[src/iosm_pkg.sv]
// package of constants for the i/o status and maintenance counter block
`default_nettype none
package iosm_pkg;
    // status word bit positions
    localparam int IN_FWD_BIT = 0;
    localparam int IN_REV_BIT = 1;
    localparam int IN_GEN_BIT0 = 2;
    localparam int IN_LINK_FWD_BIT = 13;
    localparam int IN_LINK_REV_BIT = 14;
    localparam int IN_LINK_RST_BIT = 15;
    localparam int OUT_TR_BIT = 0;
    localparam int OUT_RELAY_BIT = 8;
    localparam int NUM_GEN_INPUTS = 3;
    localparam int WORD_W = 16;
    localparam int NIBBLES = 4;
    // counter limits and display scaling
    localparam logic [15:0] COUNT_MAX = 16'hFFFF;
    localparam logic [15:0] FINE_LIMIT = 16'h2710;    // 10,000
    localparam logic [15:0] ERR_LIMIT = 16'h270F;     // 9,999
    localparam logic [15:0] COARSE_DIV = 16'h000A;
    // timing: one-hour tick from the 100 MHz clock
    localparam longint CLK_HZ = 100000000;
    localparam longint HOUR_S = 3600;
    localparam longint HOUR_CYCLES = CLK_HZ * HOUR_S;
    // version value; arbitrary
    localparam logic [15:0] FW_VERSION = 16'h0100;
    localparam logic [15:0] RESET_WORD = 16'h0000;
    localparam logic [7:0] RESET_BYTE = 8'h00;
endpackage : iosm_pkg
`default_nettype wire

[src/iosm_top.sv]
// terminal status words and maintenance counters for the keypad display
//
// Function
// - status words are 16 bits, unassigned bits zero
// - each word shown as four hex digits
// - forward input bit 0, reverse bit 1
// - general inputs one to three at bits 2-4
// - input bit is 1 when shorted to common
// - output bit 0 follows transistor output conduction
// - output bit 8 follows relay no-contact closure
// - input bits 13-15 reserved for link commands
// - link control adds link inputs, clears outputs
// - power-on hours shown in thousands, two scales
// - power-on hours wrap to zero past 65535
// - capacitor and fan hours saturate at 65535
// - fan hours pause while fan stopped, control on
// - startups count run command rising edges
// - link error count returns to zero past 9999
// - hold latest link error code in hex
// - track hourly maximum heat sink and current
// - show firmware version; keypad version if remote
// - source wiring judges inputs against source common
`default_nettype none
module iosm_top #(
    parameter longint HOUR_CYCLES = iosm_pkg::HOUR_CYCLES
) (
    input wire logic ref_clk,
    input wire logic reset,
    input wire logic forward_run_input,
    input wire logic reverse_run_input,
    input wire logic [2:0] general_inputs,
    input wire logic source_select,
    input wire logic transistor_output,
    input wire logic relay_no_contact,
    input wire logic link_control,
    input wire logic link_forward_cmd,
    input wire logic link_reverse_cmd,
    input wire logic link_reset_cmd,
    input wire logic run_cmd,
    input wire logic fan_running,
    input wire logic fan_onoff_control_setting,
    input wire logic link_error,
    input wire logic [7:0] link_error_code,
    input wire logic [7:0] heat_sink_temp,
    input wire logic [15:0] output_current,
    input wire logic remote_keypad,
    input wire logic [15:0] keypad_version,
    input wire logic [15:0] nv_power_hours,
    input wire logic [15:0] nv_cap_hours,
    input wire logic [15:0] nv_fan_hours,
    input wire logic [15:0] nv_startups,
    input wire logic nv_load,
    output logic [15:0] input_status,
    output logic [15:0] output_status,
    output logic [15:0] input_hex,
    output logic [15:0] output_hex,
    output logic [15:0] power_hours,
    output logic [15:0] cap_hours,
    output logic [15:0] fan_hours,
    output logic [15:0] startups,
    output logic [15:0] power_disp,
    output logic [15:0] cap_disp,
    output logic [15:0] fan_disp,
    output logic [15:0] startup_disp,
    output logic [15:0] disp_coarse,
    output logic [15:0] error_count,
    output logic [7:0] last_error_code,
    output logic [7:0] max_heat_sink,
    output logic [15:0] max_current,
    output logic [15:0] fw_version,
    output logic [15:0] keypad_version_disp,
    output logic keypad_version_valid,
    output logic hour_tick
);
    // two-flop synchronisers for every pin input (terminal inputs are active-low to common with sink wiring, active-high with source wiring)
    localparam int NSYNC = 11;
    logic [NSYNC-1:0] pin_raw;
    logic [NSYNC-1:0] sync_a;
    logic [NSYNC-1:0] pin_s;
    // no pad bit: every synchroniser stage carries a live pin
    assign pin_raw = {link_error, fan_running, run_cmd, relay_no_contact, transistor_output,
                      source_select, general_inputs, reverse_run_input, forward_run_input};

    // first stage feeds only the second
    always_ff @(posedge ref_clk) begin
        if (reset) begin
            sync_a <= '0;
            pin_s <= '0;
        end else begin
            sync_a <= pin_raw;
            pin_s <= sync_a;
        end
    end

    logic fwd_s, rev_s, src_s, tr_s, relay_s, run_s, fan_s, err_s;
    logic [2:0] gen_s;
    assign fwd_s = pin_s[0];
    assign rev_s = pin_s[1];
    assign gen_s = pin_s[4:2];
    assign src_s = pin_s[5];
    assign tr_s = pin_s[6];
    assign relay_s = pin_s[7];
    assign run_s = pin_s[8];
    assign fan_s = pin_s[9];
    assign err_s = pin_s[10];

    // terminal level is 1 when shorted to the chosen common; the inputs report
    // low-true closure for sink wiring and high-true for source wiring
    logic [4:0] term_on;
    assign term_on = src_s ? {gen_s, rev_s, fwd_s} : ~{gen_s, rev_s, fwd_s};

    // status words; unlisted bits stay zero
    logic [15:0] next_in_word;
    logic [15:0] next_out_word;
    always_comb begin
        next_in_word = iosm_pkg::RESET_WORD;
        next_out_word = iosm_pkg::RESET_WORD;
        next_in_word[iosm_pkg::IN_FWD_BIT] = term_on[0];
        next_in_word[iosm_pkg::IN_REV_BIT] = term_on[1];
        for (int i = 0; i < iosm_pkg::NUM_GEN_INPUTS; i++) begin
            next_in_word[iosm_pkg::IN_GEN_BIT0 + i] = term_on[2 + i];
        end
        if (link_control) begin
            // link words are logic-side, no sync needed
            next_in_word[iosm_pkg::IN_LINK_FWD_BIT] = link_forward_cmd;
            next_in_word[iosm_pkg::IN_LINK_REV_BIT] = link_reverse_cmd;
            next_in_word[iosm_pkg::IN_LINK_RST_BIT] = link_reset_cmd;
        end else begin
            next_out_word[iosm_pkg::OUT_TR_BIT] = tr_s;
            next_out_word[iosm_pkg::OUT_RELAY_BIT] = relay_s;
        end
    end

    always_ff @(posedge ref_clk) begin
        if (reset) begin
            input_status <= iosm_pkg::RESET_WORD;
            output_status <= iosm_pkg::RESET_WORD;
        end else begin
            input_status <= next_in_word;
            output_status <= next_out_word;
        end
    end

    // hex digit per nibble: value 0..F, one digit code per nibble
    genvar g;
    generate
        for (g = 0; g < iosm_pkg::NIBBLES; g++) begin : g_hex
            assign input_hex[4*g +: 4] = input_status[4*g +: 4];
            assign output_hex[4*g +: 4] = output_status[4*g +: 4];
        end
    endgenerate

    // one-hour tick divider; a long count, shortened in simulation by parameter
    logic [39:0] hour_cnt;
    always_ff @(posedge ref_clk) begin
        if (reset) begin
            hour_cnt <= '0;
            hour_tick <= 1'b0;
        end else if (hour_cnt == 40'(HOUR_CYCLES - 1)) begin
            hour_cnt <= '0;
            hour_tick <= 1'b1;
        end else begin
            hour_cnt <= hour_cnt + 40'h1;
            hour_tick <= 1'b0;
        end
    end

    // hour counters, restored from nonvolatile store on load
    logic fan_counts;
    assign fan_counts = fan_s || !fan_onoff_control_setting;
    always_ff @(posedge ref_clk) begin
        if (reset) begin
            power_hours <= iosm_pkg::RESET_WORD;
            cap_hours <= iosm_pkg::RESET_WORD;
            fan_hours <= iosm_pkg::RESET_WORD;
        end else if (nv_load) begin
            power_hours <= nv_power_hours;
            cap_hours <= nv_cap_hours;
            fan_hours <= nv_fan_hours;
        end else if (hour_tick) begin
            power_hours <= power_hours + 16'h1;
            if (cap_hours != iosm_pkg::COUNT_MAX) begin
                cap_hours <= cap_hours + 16'h1;
            end
            if (fan_counts && fan_hours != iosm_pkg::COUNT_MAX) begin
                fan_hours <= fan_hours + 16'h1;
            end
        end
    end

    // startup counter on run command rising edge, saturating
    logic run_d;
    logic run_rise;
    assign run_rise = run_s && !run_d;
    always_ff @(posedge ref_clk) begin
        if (reset) begin
            run_d <= 1'b0;
            startups <= iosm_pkg::RESET_WORD;
        end else begin
            run_d <= run_s;
            if (nv_load) begin
                startups <= nv_startups;
            end else if (run_rise && startups != iosm_pkg::COUNT_MAX) begin
                startups <= startups + 16'h1;
            end
        end
    end

    // display scaling: below 10,000 shows raw count in thousandths, above in tens
    function automatic logic [15:0] iosm_scale(input logic [15:0] v);
        iosm_scale = (v < iosm_pkg::FINE_LIMIT) ? v : v / iosm_pkg::COARSE_DIV;
    endfunction : iosm_scale

    always_ff @(posedge ref_clk) begin
        if (reset) begin
            power_disp <= iosm_pkg::RESET_WORD;
            cap_disp <= iosm_pkg::RESET_WORD;
            fan_disp <= iosm_pkg::RESET_WORD;
            startup_disp <= iosm_pkg::RESET_WORD;
            disp_coarse <= iosm_pkg::RESET_WORD;
        end else begin
            power_disp <= iosm_scale(power_hours);
            cap_disp <= iosm_scale(cap_hours);
            fan_disp <= iosm_scale(fan_hours);
            startup_disp <= iosm_scale(startups);
            // per-counter flag: decimal point after two digits instead of one
            disp_coarse <= {12'h000,
                            startups >= iosm_pkg::FINE_LIMIT,
                            fan_hours >= iosm_pkg::FINE_LIMIT,
                            cap_hours >= iosm_pkg::FINE_LIMIT,
                            power_hours >= iosm_pkg::FINE_LIMIT};
        end
    end

    // link error count and last code; not kept over power loss
    logic err_d;
    always_ff @(posedge ref_clk) begin
        if (reset) begin
            err_d <= 1'b0;
            error_count <= iosm_pkg::RESET_WORD;
            last_error_code <= iosm_pkg::RESET_BYTE;
        end else begin
            err_d <= err_s;
            if (err_s && !err_d) begin
                last_error_code <= link_error_code;
                if (error_count == iosm_pkg::ERR_LIMIT) begin
                    error_count <= iosm_pkg::RESET_WORD;
                end else begin
                    error_count <= error_count + 16'h1;
                end
            end
        end
    end

    // hourly maxima: running peaks restart each hour, published on the tick
    logic [7:0] peak_temp;
    logic [15:0] peak_cur;
    always_ff @(posedge ref_clk) begin
        if (reset) begin
            peak_temp <= iosm_pkg::RESET_BYTE;
            peak_cur <= iosm_pkg::RESET_WORD;
            max_heat_sink <= iosm_pkg::RESET_BYTE;
            max_current <= iosm_pkg::RESET_WORD;
        end else if (hour_tick) begin
            max_heat_sink <= peak_temp;
            max_current <= peak_cur;
            peak_temp <= heat_sink_temp;
            peak_cur <= output_current;
        end else begin
            if (heat_sink_temp > peak_temp) begin
                peak_temp <= heat_sink_temp;
            end
            if (output_current > peak_cur) begin
                peak_cur <= output_current;
            end
        end
    end

    // versions; keypad version only with a remote keypad
    always_ff @(posedge ref_clk) begin
        if (reset) begin
            fw_version <= iosm_pkg::RESET_WORD;
            keypad_version_disp <= iosm_pkg::RESET_WORD;
            keypad_version_valid <= 1'b0;
        end else begin
            fw_version <= iosm_pkg::FW_VERSION;
            keypad_version_valid <= remote_keypad;
            keypad_version_disp <= remote_keypad ? keypad_version : iosm_pkg::RESET_WORD;
        end
    end

    // checks
    property p_link_clears_out;
        @(posedge ref_clk) disable iff (reset)
        link_control |=> output_status == 16'h0000;
    endproperty
    a_link_clears_out: assert property (p_link_clears_out)
        else $error("output word not clear under link control");

    property p_unused_zero;
        @(posedge ref_clk) disable iff (reset)
        input_status[12:5] == 8'h00 && output_status[15:9] == 7'h00;
    endproperty
    a_unused_zero: assert property (p_unused_zero)
        else $error("unassigned status bit set");

    property p_reserved_off;
        @(posedge ref_clk) disable iff (reset)
        !link_control |=> input_status[15:13] == 3'b000;
    endproperty
    a_reserved_off: assert property (p_reserved_off)
        else $error("reserved bits set without link control");

    property p_power_wrap;
        @(posedge ref_clk) disable iff (reset)
        hour_tick && !nv_load && power_hours == 16'hFFFF |=> power_hours == 16'h0000;
    endproperty
    a_power_wrap: assert property (p_power_wrap)
        else $error("power hours did not wrap");

    property p_cap_hold;
        @(posedge ref_clk) disable iff (reset)
        !nv_load && cap_hours == iosm_pkg::COUNT_MAX |=> cap_hours == iosm_pkg::COUNT_MAX;
    endproperty
    a_cap_hold: assert property (p_cap_hold)
        else $error("capacitor hours left saturation");

    property p_fan_pause;
        @(posedge ref_clk) disable iff (reset)
        !nv_load && fan_onoff_control_setting && !fan_s |=> $stable(fan_hours);
    endproperty
    a_fan_pause: assert property (p_fan_pause)
        else $error("fan hours advanced while fan stopped");

    property p_startup_inc;
        @(posedge ref_clk) disable iff (reset)
        run_rise && !nv_load && startups < 16'hFFFF |=> startups == $past(startups) + 16'h1;
    endproperty
    a_startup_inc: assert property (p_startup_inc)
        else $error("startup count missed a run edge");

    property p_err_wrap;
        @(posedge ref_clk) disable iff (reset)
        error_count <= iosm_pkg::ERR_LIMIT;
    endproperty
    a_err_wrap: assert property (p_err_wrap)
        else $error("error count beyond limit");

    property p_power_disp;
        @(posedge ref_clk) disable iff (reset)
        power_hours == 16'hFFFF |=> power_disp == 16'h1999;
    endproperty
    a_power_disp: assert property (p_power_disp)
        else $error("coarse power hour display wrong");

    property p_tick_gap;
        @(posedge ref_clk) disable iff (reset)
        hour_tick |=> !hour_tick;
    endproperty
    a_tick_gap: assert property (p_tick_gap)
        else $error("hour tick longer than one cycle");

    c_link_mode: cover property (@(posedge ref_clk) link_control && input_status[13]);
    c_hour: cover property (@(posedge ref_clk) hour_tick);
    c_startup: cover property (@(posedge ref_clk) run_rise);
    c_error: cover property (@(posedge ref_clk) err_s && !err_d);
endmodule : iosm_top
`default_nettype wire

[config.mk]
export PLATFORM = sky130hd
export DESIGN_NAME = iosm_top
export DESIGN_NICKNAME = d
export VERILOG_FILES = /design/src/iosm_pkg.sv /design/src/iosm_top.sv
export SDC_FILE = /design/constraint.sdc
export NUM_CORES = 1
export LEC_CHECK = 0
export BUFFER_PORTS_ARGS = -buffer_cell sky130_fd_sc_hd__buf_2
export CORE_MARGIN = 2
export CORE_UTILIZATION = 35
export DETAILED_ROUTE_END_ITERATION = 8
export GPL_TIMING_DRIVEN = 0
export MAX_ROUTING_LAYER = met4
export PLACE_DENSITY_LB_ADDON = 0.05
export SKIP_LAST_GASP = 1
export SYNTH_ARGS = -nofsm -noshare
export SYNTH_HDL_FRONTEND = slang
export SYNTH_SLANG_ARGS = --single-unit
[constraint.sdc]
create_clock -name ref_clk -period 5.65 [get_ports ref_clk]
set_input_delay 0.2825 -clock ref_clk [delete_from_list [all_inputs] [get_ports ref_clk]]
set_output_delay 0.2825 -clock ref_clk [all_outputs]
set_load 0.02 [all_outputs]
==> results of run 1 <==
==> placed cells by master, fill, tap and decap left out, drive strengths merged, types with 19 or more instances in the layout <==
master         n
inv           68
nor3          70
dfxtp        297
nand3         77
mux2i         66
o31ai         21
nand2b        25
nor4          21
nand2        196
nor2         404
buf          496
o211ai        27
or3           30
o21ai        118
clkbuf       179
a211oi        55
a21oi        188
conb          79
nand4         34
nor2b         54
clkinv        21
xnor2         81
a31oi         32
and3          38
ha            38
a221oi        19
xor2          55
dlygate4sd3  123
and2          39
==> cell type report <==
type / count / area [sq um] / area share [%]
antenna: 4 / 10.0 / 0.0387
buffer: 274 / 1450 / 5.59
clock buffer: 51 / 1060 / 4.10
clock inverter: 17 / 178 / 0.687
inverter: 77 / 293 / 1.13
multi-input combinational: 2095 / 13000 / 50.2
sequential: 297 / 5950 / 23.0
tap: 765 / 957 / 3.70
timing repair buffer: 473 / 2990 / 11.5
==> final timing paths <==
path | from | cells after the start | end
min reg2reg | sync_a[1]$_SDFF_PP0_ | 1 | pin_s[1]$_SDFF_PP0_
max | fan_hours[12]$_SDFFE_PP0P_ | 18 | fan_disp[0]$_SDFF_PP0_
min | nv_fan_hours[0] | 3 | fan_hours[0]$_SDFFE_PP0P_
max reg2reg | fan_hours[12]$_SDFFE_PP0P_ | 18 | fan_disp[0]$_SDFF_PP0_
==> Yosys cell counts, drive strengths merged, types with 15 or more instances <==
library cell	instances
o21ai	118
o211ai	27
clkbuf	127
dfxtp	297
a211o	16
a21oi	188
a211oi	55
o31ai	21
nand2b	25
nand2	196
buf	147
and2	39
nor3	70
nand3	77
a21o	15
mux2i	66
xor2	55
nor3b	16
ha	38
nand4	34
a2111oi	16
or3	30
a31oi	32
nor2b	54
o221ai	15
and4	15
a221oi	19
xnor2	81
inv	66
and3	38
nor2	404
nor4	21
==> logic make-up after synthesis <==
logic type | Yosys count | synth area share, %
simple gates | 1078 | 26.1
compound gates | 681 | 23.5
buf+inv | 351 | 8.57
flops | 297 | 29.5
xor+xnor | 136 | 5.94
mux | 74 | 3.72
fa+ha+maj | 46 | 2.75
other cells | 1 | 0.0186
==> critical path, stage by stage, from the launching register on <==
cell and delay [ps]:
sky130_fd_sc_hd__dfxtp_1 470, sky130_fd_sc_hd__buf_2 270, sky130_fd_sc_hd__buf_2 280, sky130_fd_sc_hd__nand3b_1 250, sky130_fd_sc_hd__o31ai_4 310, sky130_fd_sc_hd__a21oi_1 90, sky130_fd_sc_hd__nor4_2 450, sky130_fd_sc_hd__a2111oi_1 140
sky130_fd_sc_hd__nand3b_1 340, sky130_fd_sc_hd__and4_1 290, sky130_fd_sc_hd__or4_4 500, sky130_fd_sc_hd__a311oi_4 290, sky130_fd_sc_hd__buf_4 200, sky130_fd_sc_hd__a221oi_1 110, sky130_fd_sc_hd__o221ai_4 330, sky130_fd_sc_hd__or3_1 170
sky130_fd_sc_hd__o311ai_1 140, sky130_fd_sc_hd__or4b_1 540, sky130_fd_sc_hd__a41oi_2 190
==> power groups by stage <==
stage	registers (W)	logic (W)	clock network [W]
after CTS	0.00229	0.00240	0.00252
after global routing	0.00230	0.00270	0.00260
after global placement	0.00233	0.00233	0
after floorplan	0.00241	0.00160	0
after detailed placement	0.00233	0.00232	0
final	0.00229	0.00249	0.00245
==> repair_timing <==
item | 4_1_cts | 5_1_grt
setup buffers | 0 | 2
cloned | 0 | 1
resized for setup | 2 | 44
endpoints found under the hold margin | 124 | 0
pin swaps | 0 | 4
hold buffers | 123 | 0
setup endpoints to repair | 4 | 9
==> per-layer routing <==
layer / up-vias / global-route usage, % / routed length (um)
met2: 835 / 40.8 / 36200
met3: 143 / 4.77 / 5560
met5: - / - / 0
met4: 0 / 8.16 / 2380
met1: 10435 / 34.8 / 35900
li1: 10624 / - / -
==> through the flow <==
| stage | hold slack (ps) | std cells |
|---|---|---|
| CTS | 7.91 | 4046 |
| detailed placement | 424 | 3855 |
| global route | 27.2 | 4053 |
| global placement | 416 | 3855 |
| floorplan | 358 | 2742 |
| finish | 27.2 | 4053 |
==> sequential cells by signal, summed over array words and instances (netlist names), 11 cells and up <==
| name | cells |
|---|---|
| cap_disp | 16 |
| cap_hours | 16 |
| error_count | 16 |
| fan_disp | 16 |
| fan_hours | 16 |
| hour_cnt | 40 |
| keypad_version_disp | 16 |
| max_current | 16 |
| peak_cur | 16 |
| pin_s | 11 |
| power_disp | 16 |
| power_hours | 16 |
| startup_disp | 16 |
| startups | 16 |
| sync_a | 11 |
==> out/summary.txt, run 1 <==
Number of buffers created by CTS - 37
Fin. Hold Viols - 0
Critical path class - reg2reg
Vias in the first global route - 20802
Post-Syn Instances - 2664
Worst min-delay path category - in2reg
Number of vias after detailed routing - 22037
Synth warn - 0
Worst setup slack for register-to-register paths - 190 ps
Top FF cell, synth - sky130_fd_sc_hd__dfxtp_1
Port bufs - 348
HPWL after detailed placement - 60000 um
Part of the power in registers - 31.6%
CTS tree - done
Worst max-slew margin expressed relative to the limit - 9.68%
Clock Latency Late Sink - 560 ps
Post-Place Worst Slack - -68.5 ps
Post-DP Area - 0.0232 sq mm
Combinational Power Share - 34.4%
Static power due to leakage - 10.7 nW
PnR Total Power - 0.00723 W
Power density over the cells - 279 mW/mm^2
Die Outline Area - 0.0596 sq mm
Worst path required time - 6120 ps
Number of cell rows - 88
Gr usage total - 26.4%
Net count, final - 3425
Setup Total Neg Slack - 0 ps
DR vias/cell - 5.44
# H-tree levels - 2
First-pass DRT Iterations - 5
Per-instance average area after synthesis - 7.58 sq um
Wire length of the first global-routing pass - 121000 um
Share of the core filled with cells - 45.1%
Setup slack after layout - 189 ps
Largest net degree at the start of global routing - 14
Number of DRC violations after detailed routing - 0
Overflow after GRT - 0
Number of antenna violations at the first check in global routing - 4
Post-route design area - 0.0259 sq mm
Max capacitance violation total - 0
Root Buffer Master - sky130_fd_sc_hd__clkbuf_16
Number of enable flip-flop cells after synthesis - 0
Area share of the largest cell type after synthesis - 29.5%
Net switching fraction of the power - 36.4%
Unrepaired setup endpoints after global routing - true
Remaining antenna violation count - 0
Worst setup EP type - flop
Final critical-path share of the clock period - 96.7%
Clock buffer depth - 3
Gp weighted congestion - 0.951
Layout Area Growth over Synthesis - 28.2%
#FFs+latches synth - 297
Chip Height - 244 um
Internal power - 0.00460 W
Die width - 244 um
Max Fclk - 0.183 GHz
Initial core utilization - 35.2%
Yosys top cell by area - sky130_fd_sc_hd__dfxtp_1
Switching pwr - 0.00263 W
Worst-case vdd ir drop - 0.219 mV
Worst Tran Pin Value - 1350 ps
CP Data Arrival Time - 5930 ps
Average wire length per cell after detail routing - 19.7 um
Clock Skew - 19.1 ps
Post-synth cell types - 110
Fillers - 5889
Total wire length after detailed routing - 80000 um
Post-Syn Area - 0.0202 sq mm
Starting DRC count in detailed routing - 1640
Dominant cells by area after synthesis - sky130_fd_sc_hd__dfxtp_1, sky130_fd_sc_hd__nor2_1, sky130_fd_sc_hd__a21oi_1
Sequential element share of the synthesized area - 29.5%
Share of post-route cells with drive strength above 1 - 19.0%
Max-slew violation count - 0
IO Pins - 422
Worst-path fanout max - 10
Area of the core - 0.0574 sq mm
Minimum clock period - 5460 ps
Total of endpoints with negative setup slack in the final report - 0
Power share of the clock group - 33.9%
Critical path startpoint category - flop
Clk pin slew, worst setup/hold paths - 60 ps
Proportion of synthesized flip-flops having asynchronous set or reset - 0%
TritonCTS Sinks - 297
Run status - complete, no violations
(Power assumes the default switching activity.)
==> inputs of run 2 (changes only) <==
- HOLD_SLACK_MARGIN: not set -> 0.15
==> run 2 against run 1 <==
  * Maximum frequency rose by 0.33%
  * Die area did not move
  * Via count fell by 0.27%
  * Combinational power barely moved
  * Clock power barely moved
  * Largest cell class unchanged
==> out/summary.txt, run 2 (synthesis results as in run 1) <==
Run status - complete, no violations
Met1 wire length - 36100 um
Clock buffer depth - 3
Total wire length after detailed routing - 79900 um
Critical-path cell list - buf_2 -> nor2_1 -> a221oi_2 -> o211a_1 -> clkbuf_1 -> nor2_1 -> a32oi_1 -> nand3_1 -> or2_2 -> or3_1 -> a2111oi_1 -> nor4_2 -> o311ai_2 -> maj3_1 -> o21ai_1 -> a22o_1 -> o21ai_1 -> and2_1
Starting DRC count in detailed routing - 1548
IO Pins - 422
Fillers - 5880
Worst setup slack for register-to-register paths - 210 ps
Wire length of the first global-routing pass - 121000 um
Worst Tran Pin Value - 1310 ps
Remaining antenna violation count - 0
Share of post-route cells with drive strength above 1 - 18.9%
Unrepaired setup endpoints after global routing - true
CP Data Arrival Time - 5930 ps
Static power due to leakage - 10.7 nW
Non-filler instance count after layout - 4056
Power share of the clock group - 33.9%
Startpoint of the worst-slack reg-to-reg timing path - cap_hours[15]$_SDFFE_PP0P_
First-pass DRT Iterations - 5
Area of the core - 0.0574 sq mm
Endpoint, Worst Hold - keypad_version_disp[2]$_SDFF_PP0_
Total of endpoints with negative setup slack in the final report - 0
Share of the core filled with cells - 45.2%
Chip Height - 244 um
Worst-case vdd ir drop - 0.219 mV
Delay-heaviest family, CP - compound AO/OA/AOI/OAI gates
Peak per-stage delay on the critical path - 570 ps
Reg2reg path depth - 18
Worst setup EP type - flop
CTS tree - done
Max-slew violation count - 0
Fin. Hold Viols - 0
Net switching fraction of the power - 36.3%
Die Outline Area - 0.0596 sq mm
Register bank with the most flops - hour_cnt
Number of antenna violations at the first check in global routing - 3
Internal power - 0.00460 W
Critical path startpoint category - flop
Number of vias after detailed routing - 21978
Largest net degree at the start of global routing - 14
Overflow after GRT - 0
Part of the power in registers - 31.7%
Worst min-delay path category - in2reg
Highest-delay cell along the critical path - sky130_fd_sc_hd__o311ai_2
Root Buffer Master - sky130_fd_sc_hd__clkbuf_16
Worst path required time - 6130 ps
Gp weighted congestion - 0.951
Switching pwr - 0.00262 W
Max Fclk - 0.184 GHz
Minimum clock period - 5440 ps
Average wire length per cell after detail routing - 19.7 um
TritonCTS Sinks - 297
Vias in the first global route - 20834
Final critical-path share of the clock period - 96.3%
Uppermost metal layer occupied by signal nets - met4
DR vias/cell - 5.42
Most frequent standard cell in the layout excluding fill and tap cells - sky130_fd_sc_hd__nor2_1
Placed Cells - 3855
Max FFs per register - 40
HPWL after detailed placement - 60000 um
Number of cell rows - 88
Terminus of the critical flop-to-flop path - cap_disp[1]$_SDFF_PP0_
Power density over the cells - 279 mW/mm^2
Die width - 244 um
# H-tree levels - 2
Worst Path Buf+Inv - 2
Hold Path Cell Cnt - 3
Worst Hold Launch - remote_keypad
Met2 Routed Length - 36000 um
Port bufs - 348
Met3 WL - 5380 um
Net count, final - 3429
Worst max-slew margin expressed relative to the limit - 12.4%
Clock Skew - 17.5 ps
Initial core utilization - 35.2%
Critical path class - reg2reg
Combinational Power Share - 34.4%
Max capacitance violation total - 0
Clk pin slew, worst setup/hold paths - 60 ps
Worst-path fanout max - 10
Gr usage total - 26.4%
Clock Latency Late Sink - 560 ps
Number of DRC violations after detailed routing - 0
Layout Area Growth over Synthesis - 28.4%
Number of buffers created by CTS - 37
Leading cell types in the layout, fill and taps excluded - sky130_fd_sc_hd__nor2_1, sky130_fd_sc_hd__buf_2, sky130_fd_sc_hd__dfxtp_1
-- run 2: changes by cell type in the layout (fill, tap and decap cells not counted), sizes merged --
| cell | change |
|---|---|
| diode | -1 |
| dlygate4sd3 | +4 |
-- run 2: what timing repair did --
action,in CTS,in global routing
endpoints found under the setup margin,4,9
setup buffers,0,2
gates resized for setup,2,44
pin swaps,0,4
hold buffers,127,0
gates cloned,0,1
hold endpoints to repair,128,0
-- run 2: per-layer routing --
metal	vias to the layer above	GRT usage (%)
met4	0	8.16
li1	10629	-
met5	-	-
met3	133	4.74
met1	10442	34.8
met2	774	40.9
-- run 2: cell type report --
type	count	area [sq um]	share of cell area [%]
inverter	77	293	1.13
multi-input combinational	2095	13000	50.1
timing repair buffer	477	3030	11.7
antenna	3	7.51	0.0290
clock buffer	51	1060	4.10
sequential	297	5950	23.0
clock inverter	17	178	0.686
buffer	274	1450	5.58
tap	765	957	3.69
-- run 2: worst max path at each step --
stage                     slack (ps)  cells past startpoint                       start                endpoint
after global routing             -20                     19  fan_hours[12]$_SDFFE_PP0P_  fan_disp[1]$_SDFF_PP0_
after global placement          -160                     18  fan_hours[15]$_SDFFE_PP0P_  fan_disp[1]$_SDFF_PP0_
after floorplan                  820                     18  fan_hours[15]$_SDFFE_PP0P_  fan_disp[1]$_SDFF_PP0_
final                            210                     18  cap_hours[15]$_SDFFE_PP0P_  cap_disp[1]$_SDFF_PP0_
after detailed placement         -70                     18  fan_hours[15]$_SDFFE_PP0P_  fan_disp[1]$_SDFF_PP0_
after CTS                         -6                     18  fan_hours[12]$_SDFFE_PP0P_  fan_disp[1]$_SDFF_PP0_
-- run 2: worst register-to-register path: cells and delay by family (launching register included) --
kind	cells	cell delay, ps
and+or+nand+nor	7	1480
buffers and inverters	2	680
AOI/OAI and AO/OA	8	2510
DFF	1	390
adders and majority gates	1	300
-- run 2: power by group through the flow --
stage	combinational (W)	sequential [W]	clock, W
floorplan	0.00160	0.00241	0
global placement	0.00233	0.00233	0
detailed placement	0.00232	0.00233	0
CTS	0.00241	0.00229	0.00252
global route	0.00270	0.00230	0.00260
finish	0.00249	0.00229	0.00245
-- run 2: through the flow --
| stage | power, W | setup TNS, ps | area, sq um | worst slack [ps] | hold WS, ps |
|---|---|---|---|---|---|
| after floorplan | 0.00401 | 0 | 20500 | 823 | 358 |
| after global placement | 0.00466 | -474 | 23200 | -160 | 416 |
| after detailed placement | 0.00466 | -93.0 | 23200 | -68.5 | 424 |
| after CTS | 0.00722 | -5.85 | 25700 | -5.85 | 229 |
| after global routing | 0.00761 | -42.8 | 25900 | -23.9 | 265 |
| final | 0.00723 | 0 | 25900 | 207 | 247 |
==> inputs of run 3 (changes only) <==
- CORE_ASPECT_RATIO: not set -> 1.4
==> run 3 against run 2 <==
  * Register-to-register slack worse by 70 ps
  * Core utilization fell by 0.066 points
  * Non-clock buffer count rose by 2
  * First-iteration DRC count is 13% lower
  * Routed wire length rose by 2.7%
  * Critical path depth down 1
==> out/summary.txt, run 3 (synthesis results as in run 1) <==
Run status - complete, no violations
Vias in the first global route - 21510
HPWL after detailed placement - 61900 um
Number of antenna violations at the first check in global routing - 3
# H-tree levels - 2
Chip Height - 288 um
Net count, final - 3428
Max-slew violation count - 0
First-pass DRT Iterations - 6
Worst min-delay path category - in2reg
Max FFs per register - 40
Port bufs - 348
Internal power - 0.00455 W
Root Buffer Master - sky130_fd_sc_hd__clkbuf_16
Reg2reg path depth - 17
TritonCTS Sinks - 297
Starting DRC count in detailed routing - 1352
CTS tree - done
Clock buffer depth - 3
Startpoint of the worst-slack reg-to-reg timing path - fan_hours[12]$_SDFFE_PP0P_
Wire length of the first global-routing pass - 124000 um
Worst Hold Launch - remote_keypad
Die width - 207 um
Remaining antenna violation count - 0
IO Pins - 422
Max capacitance violation total - 0
Number of DRC violations after detailed routing - 0
Worst setup EP type - flop
Worst-case vdd ir drop - 0.212 mV
Clk pin slew, worst setup/hold paths - 60 ps
Minimum clock period - 5510 ps
PnR Total Power - 0.00721 W
Overflow after GRT - 0
Initial core utilization - 35.3%
Clock Latency Late Sink - 570 ps
Net switching fraction of the power - 36.8%
Hold Path Cell Cnt - 3
Combinational Power Share - 34.8%
Largest net degree at the start of global routing - 14
Clock Skew - 18.5 ps
Final critical-path share of the clock period - 97.6%
Gr usage total - 27.4%
Most frequent standard cell in the layout excluding fill and tap cells - sky130_fd_sc_hd__nor2_1
Switching pwr - 0.00265 W
Endpoint, Worst Hold - keypad_version_disp[3]$_SDFF_PP0_
Static power due to leakage - 10.7 nW
Worst setup slack for register-to-register paths - 140 ps
DR vias/cell - 5.47
Power share of the clock group - 33.4%
Gp weighted congestion - 0.946
Fillers - 5952
Number of buffers created by CTS - 35
CP Data Arrival Time - 5990 ps
Number of vias after detailed routing - 22064
Fin. Hold Viols - 0
Leading cell types in the layout, fill and taps excluded - sky130_fd_sc_hd__nor2_1, sky130_fd_sc_hd__buf_2, sky130_fd_sc_hd__dfxtp_1
Worst-path fanout max - 10
Worst max-slew margin expressed relative to the limit - 21.9%
Share of post-route cells with drive strength above 1 - 19.0%
Part of the power in registers - 31.8%
Post-DP Area - 0.0232 sq mm
Post-route design area - 0.0258 sq mm
Layout Area Growth over Synthesis - 27.9%
Unrepaired setup endpoints after global routing - true
Critical path class - reg2reg
Total of endpoints with negative setup slack in the final report - 0
Die Outline Area - 0.0596 sq mm
Average wire length per cell after detail routing - 20.4 um
Worst path required time - 6130 ps
Power density over the cells - 279 mW/mm^2
Max Fclk - 0.181 GHz
Critical path startpoint category - flop
Terminus of the critical flop-to-flop path - fan_disp[0]$_SDFF_PP0_
Worst Tran Pin Value - 1140 ps
Register bank with the most flops - hour_cnt
Number of cell rows - 104
Total wire length after detailed routing - 82000 um
Area of the core - 0.0573 sq mm
run 3: cell count changes in the layout (fill, tap and decap cells not counted), sizes merged:
cell	delta
clkinv	+1
bufinv	+1
clkinvlp	+2
buf	+3
a22oi	-1
clkbuf	-9
run 3: power by group through the flow:
stage                     registers (W)  clock network [W]  logic [W]
after floorplan                 0.00241                  0    0.00160
after global placement          0.00233                  0    0.00234
after detailed placement        0.00233                  0    0.00234
after CTS                       0.00229            0.00248    0.00243
after global routing            0.00230            0.00255    0.00272
final                           0.00229            0.00241    0.00251
run 3: worst max-delay path, stage by stage, from the launching register on:
cell and delay (ps):
sky130_fd_sc_hd__dfxtp_1 430, sky130_fd_sc_hd__buf_2 260, sky130_fd_sc_hd__buf_2 270, sky130_fd_sc_hd__nand3b_1 200, sky130_fd_sc_hd__o31ai_2 370, sky130_fd_sc_hd__a21oi_1 110, sky130_fd_sc_hd__nor4_2 500, sky130_fd_sc_hd__a2111oi_1 150
sky130_fd_sc_hd__nand3b_1 350, sky130_fd_sc_hd__and4_1 300, sky130_fd_sc_hd__or4_4 510, sky130_fd_sc_hd__a311oi_4 440, sky130_fd_sc_hd__a221oi_1 210, sky130_fd_sc_hd__o221ai_4 300, sky130_fd_sc_hd__or3_1 160, sky130_fd_sc_hd__o311ai_1 130
sky130_fd_sc_hd__or4b_1 540, sky130_fd_sc_hd__a41oi_2 200
run 3: through the flow:
stage               utilization, %  TNS [ps]  hold slack, ps  instances  setup slack [ps]
finish                        45.1         0             218       4030               137
floorplan                        -         0             358       2742               823
global placement              40.4      -240             414       3832              -129
global route                  45.1     -91.7             216       4030             -59.5
CTS                           44.8         0             182       4023              60.1
detailed placement            40.4      -146             427       3832             -65.8
run 3: worst max-delay path by stage:
stage | cells after the start | end | startpoint | slack [ps]
after floorplan | 18 | fan_disp[1]$_SDFF_PP0_ | fan_hours[15]$_SDFFE_PP0P_ | 820
after global placement | 18 | fan_disp[1]$_SDFF_PP0_ | fan_hours[15]$_SDFFE_PP0P_ | -130
after detailed placement | 17 | fan_disp[0]$_SDFF_PP0_ | fan_hours[15]$_SDFFE_PP0P_ | -70
after CTS | 16 | power_disp[1]$_SDFF_PP0_ | power_hours[13]$_SDFFE_PP0P_ | 60
after global routing | 17 | fan_disp[0]$_SDFF_PP0_ | fan_hours[12]$_SDFFE_PP0P_ | -60
final | 17 | fan_disp[0]$_SDFF_PP0_ | fan_hours[12]$_SDFFE_PP0P_ | 140
run 3: area by class of cell:
| type | count | area [sq um] | area share (%) |
|---|---|---|---|
| antenna | 3 | 7.51 | 0.0291 |
| buffer | 274 | 1450 | 5.60 |
| clock buffer | 43 | 957 | 3.71 |
| clock inverter | 21 | 246 | 0.955 |
| inverter | 77 | 293 | 1.13 |
| multi-input combinational | 2094 | 13000 | 50.2 |
| sequential | 297 | 5950 | 23.0 |
| tap | 742 | 928 | 3.60 |
| timing repair buffer | 479 | 3040 | 11.8 |
run 3: metal layers:
layer,up-vias,global-route usage (%),wire length (um)
li1,10604,-,-
met1,10505,32.0,34100
met2,789,46.8,40000
met3,166,3.64,4210
met4,0,11.7,3640
met5,-,-,0
run 3: timing repair:
action,in CTS,in global routing
resized for setup,3,37
hold buffers,127,0
endpoints found under the setup margin,5,8
buffers inserted,0,4
pin swaps,0,2
hold endpoints to repair,128,0
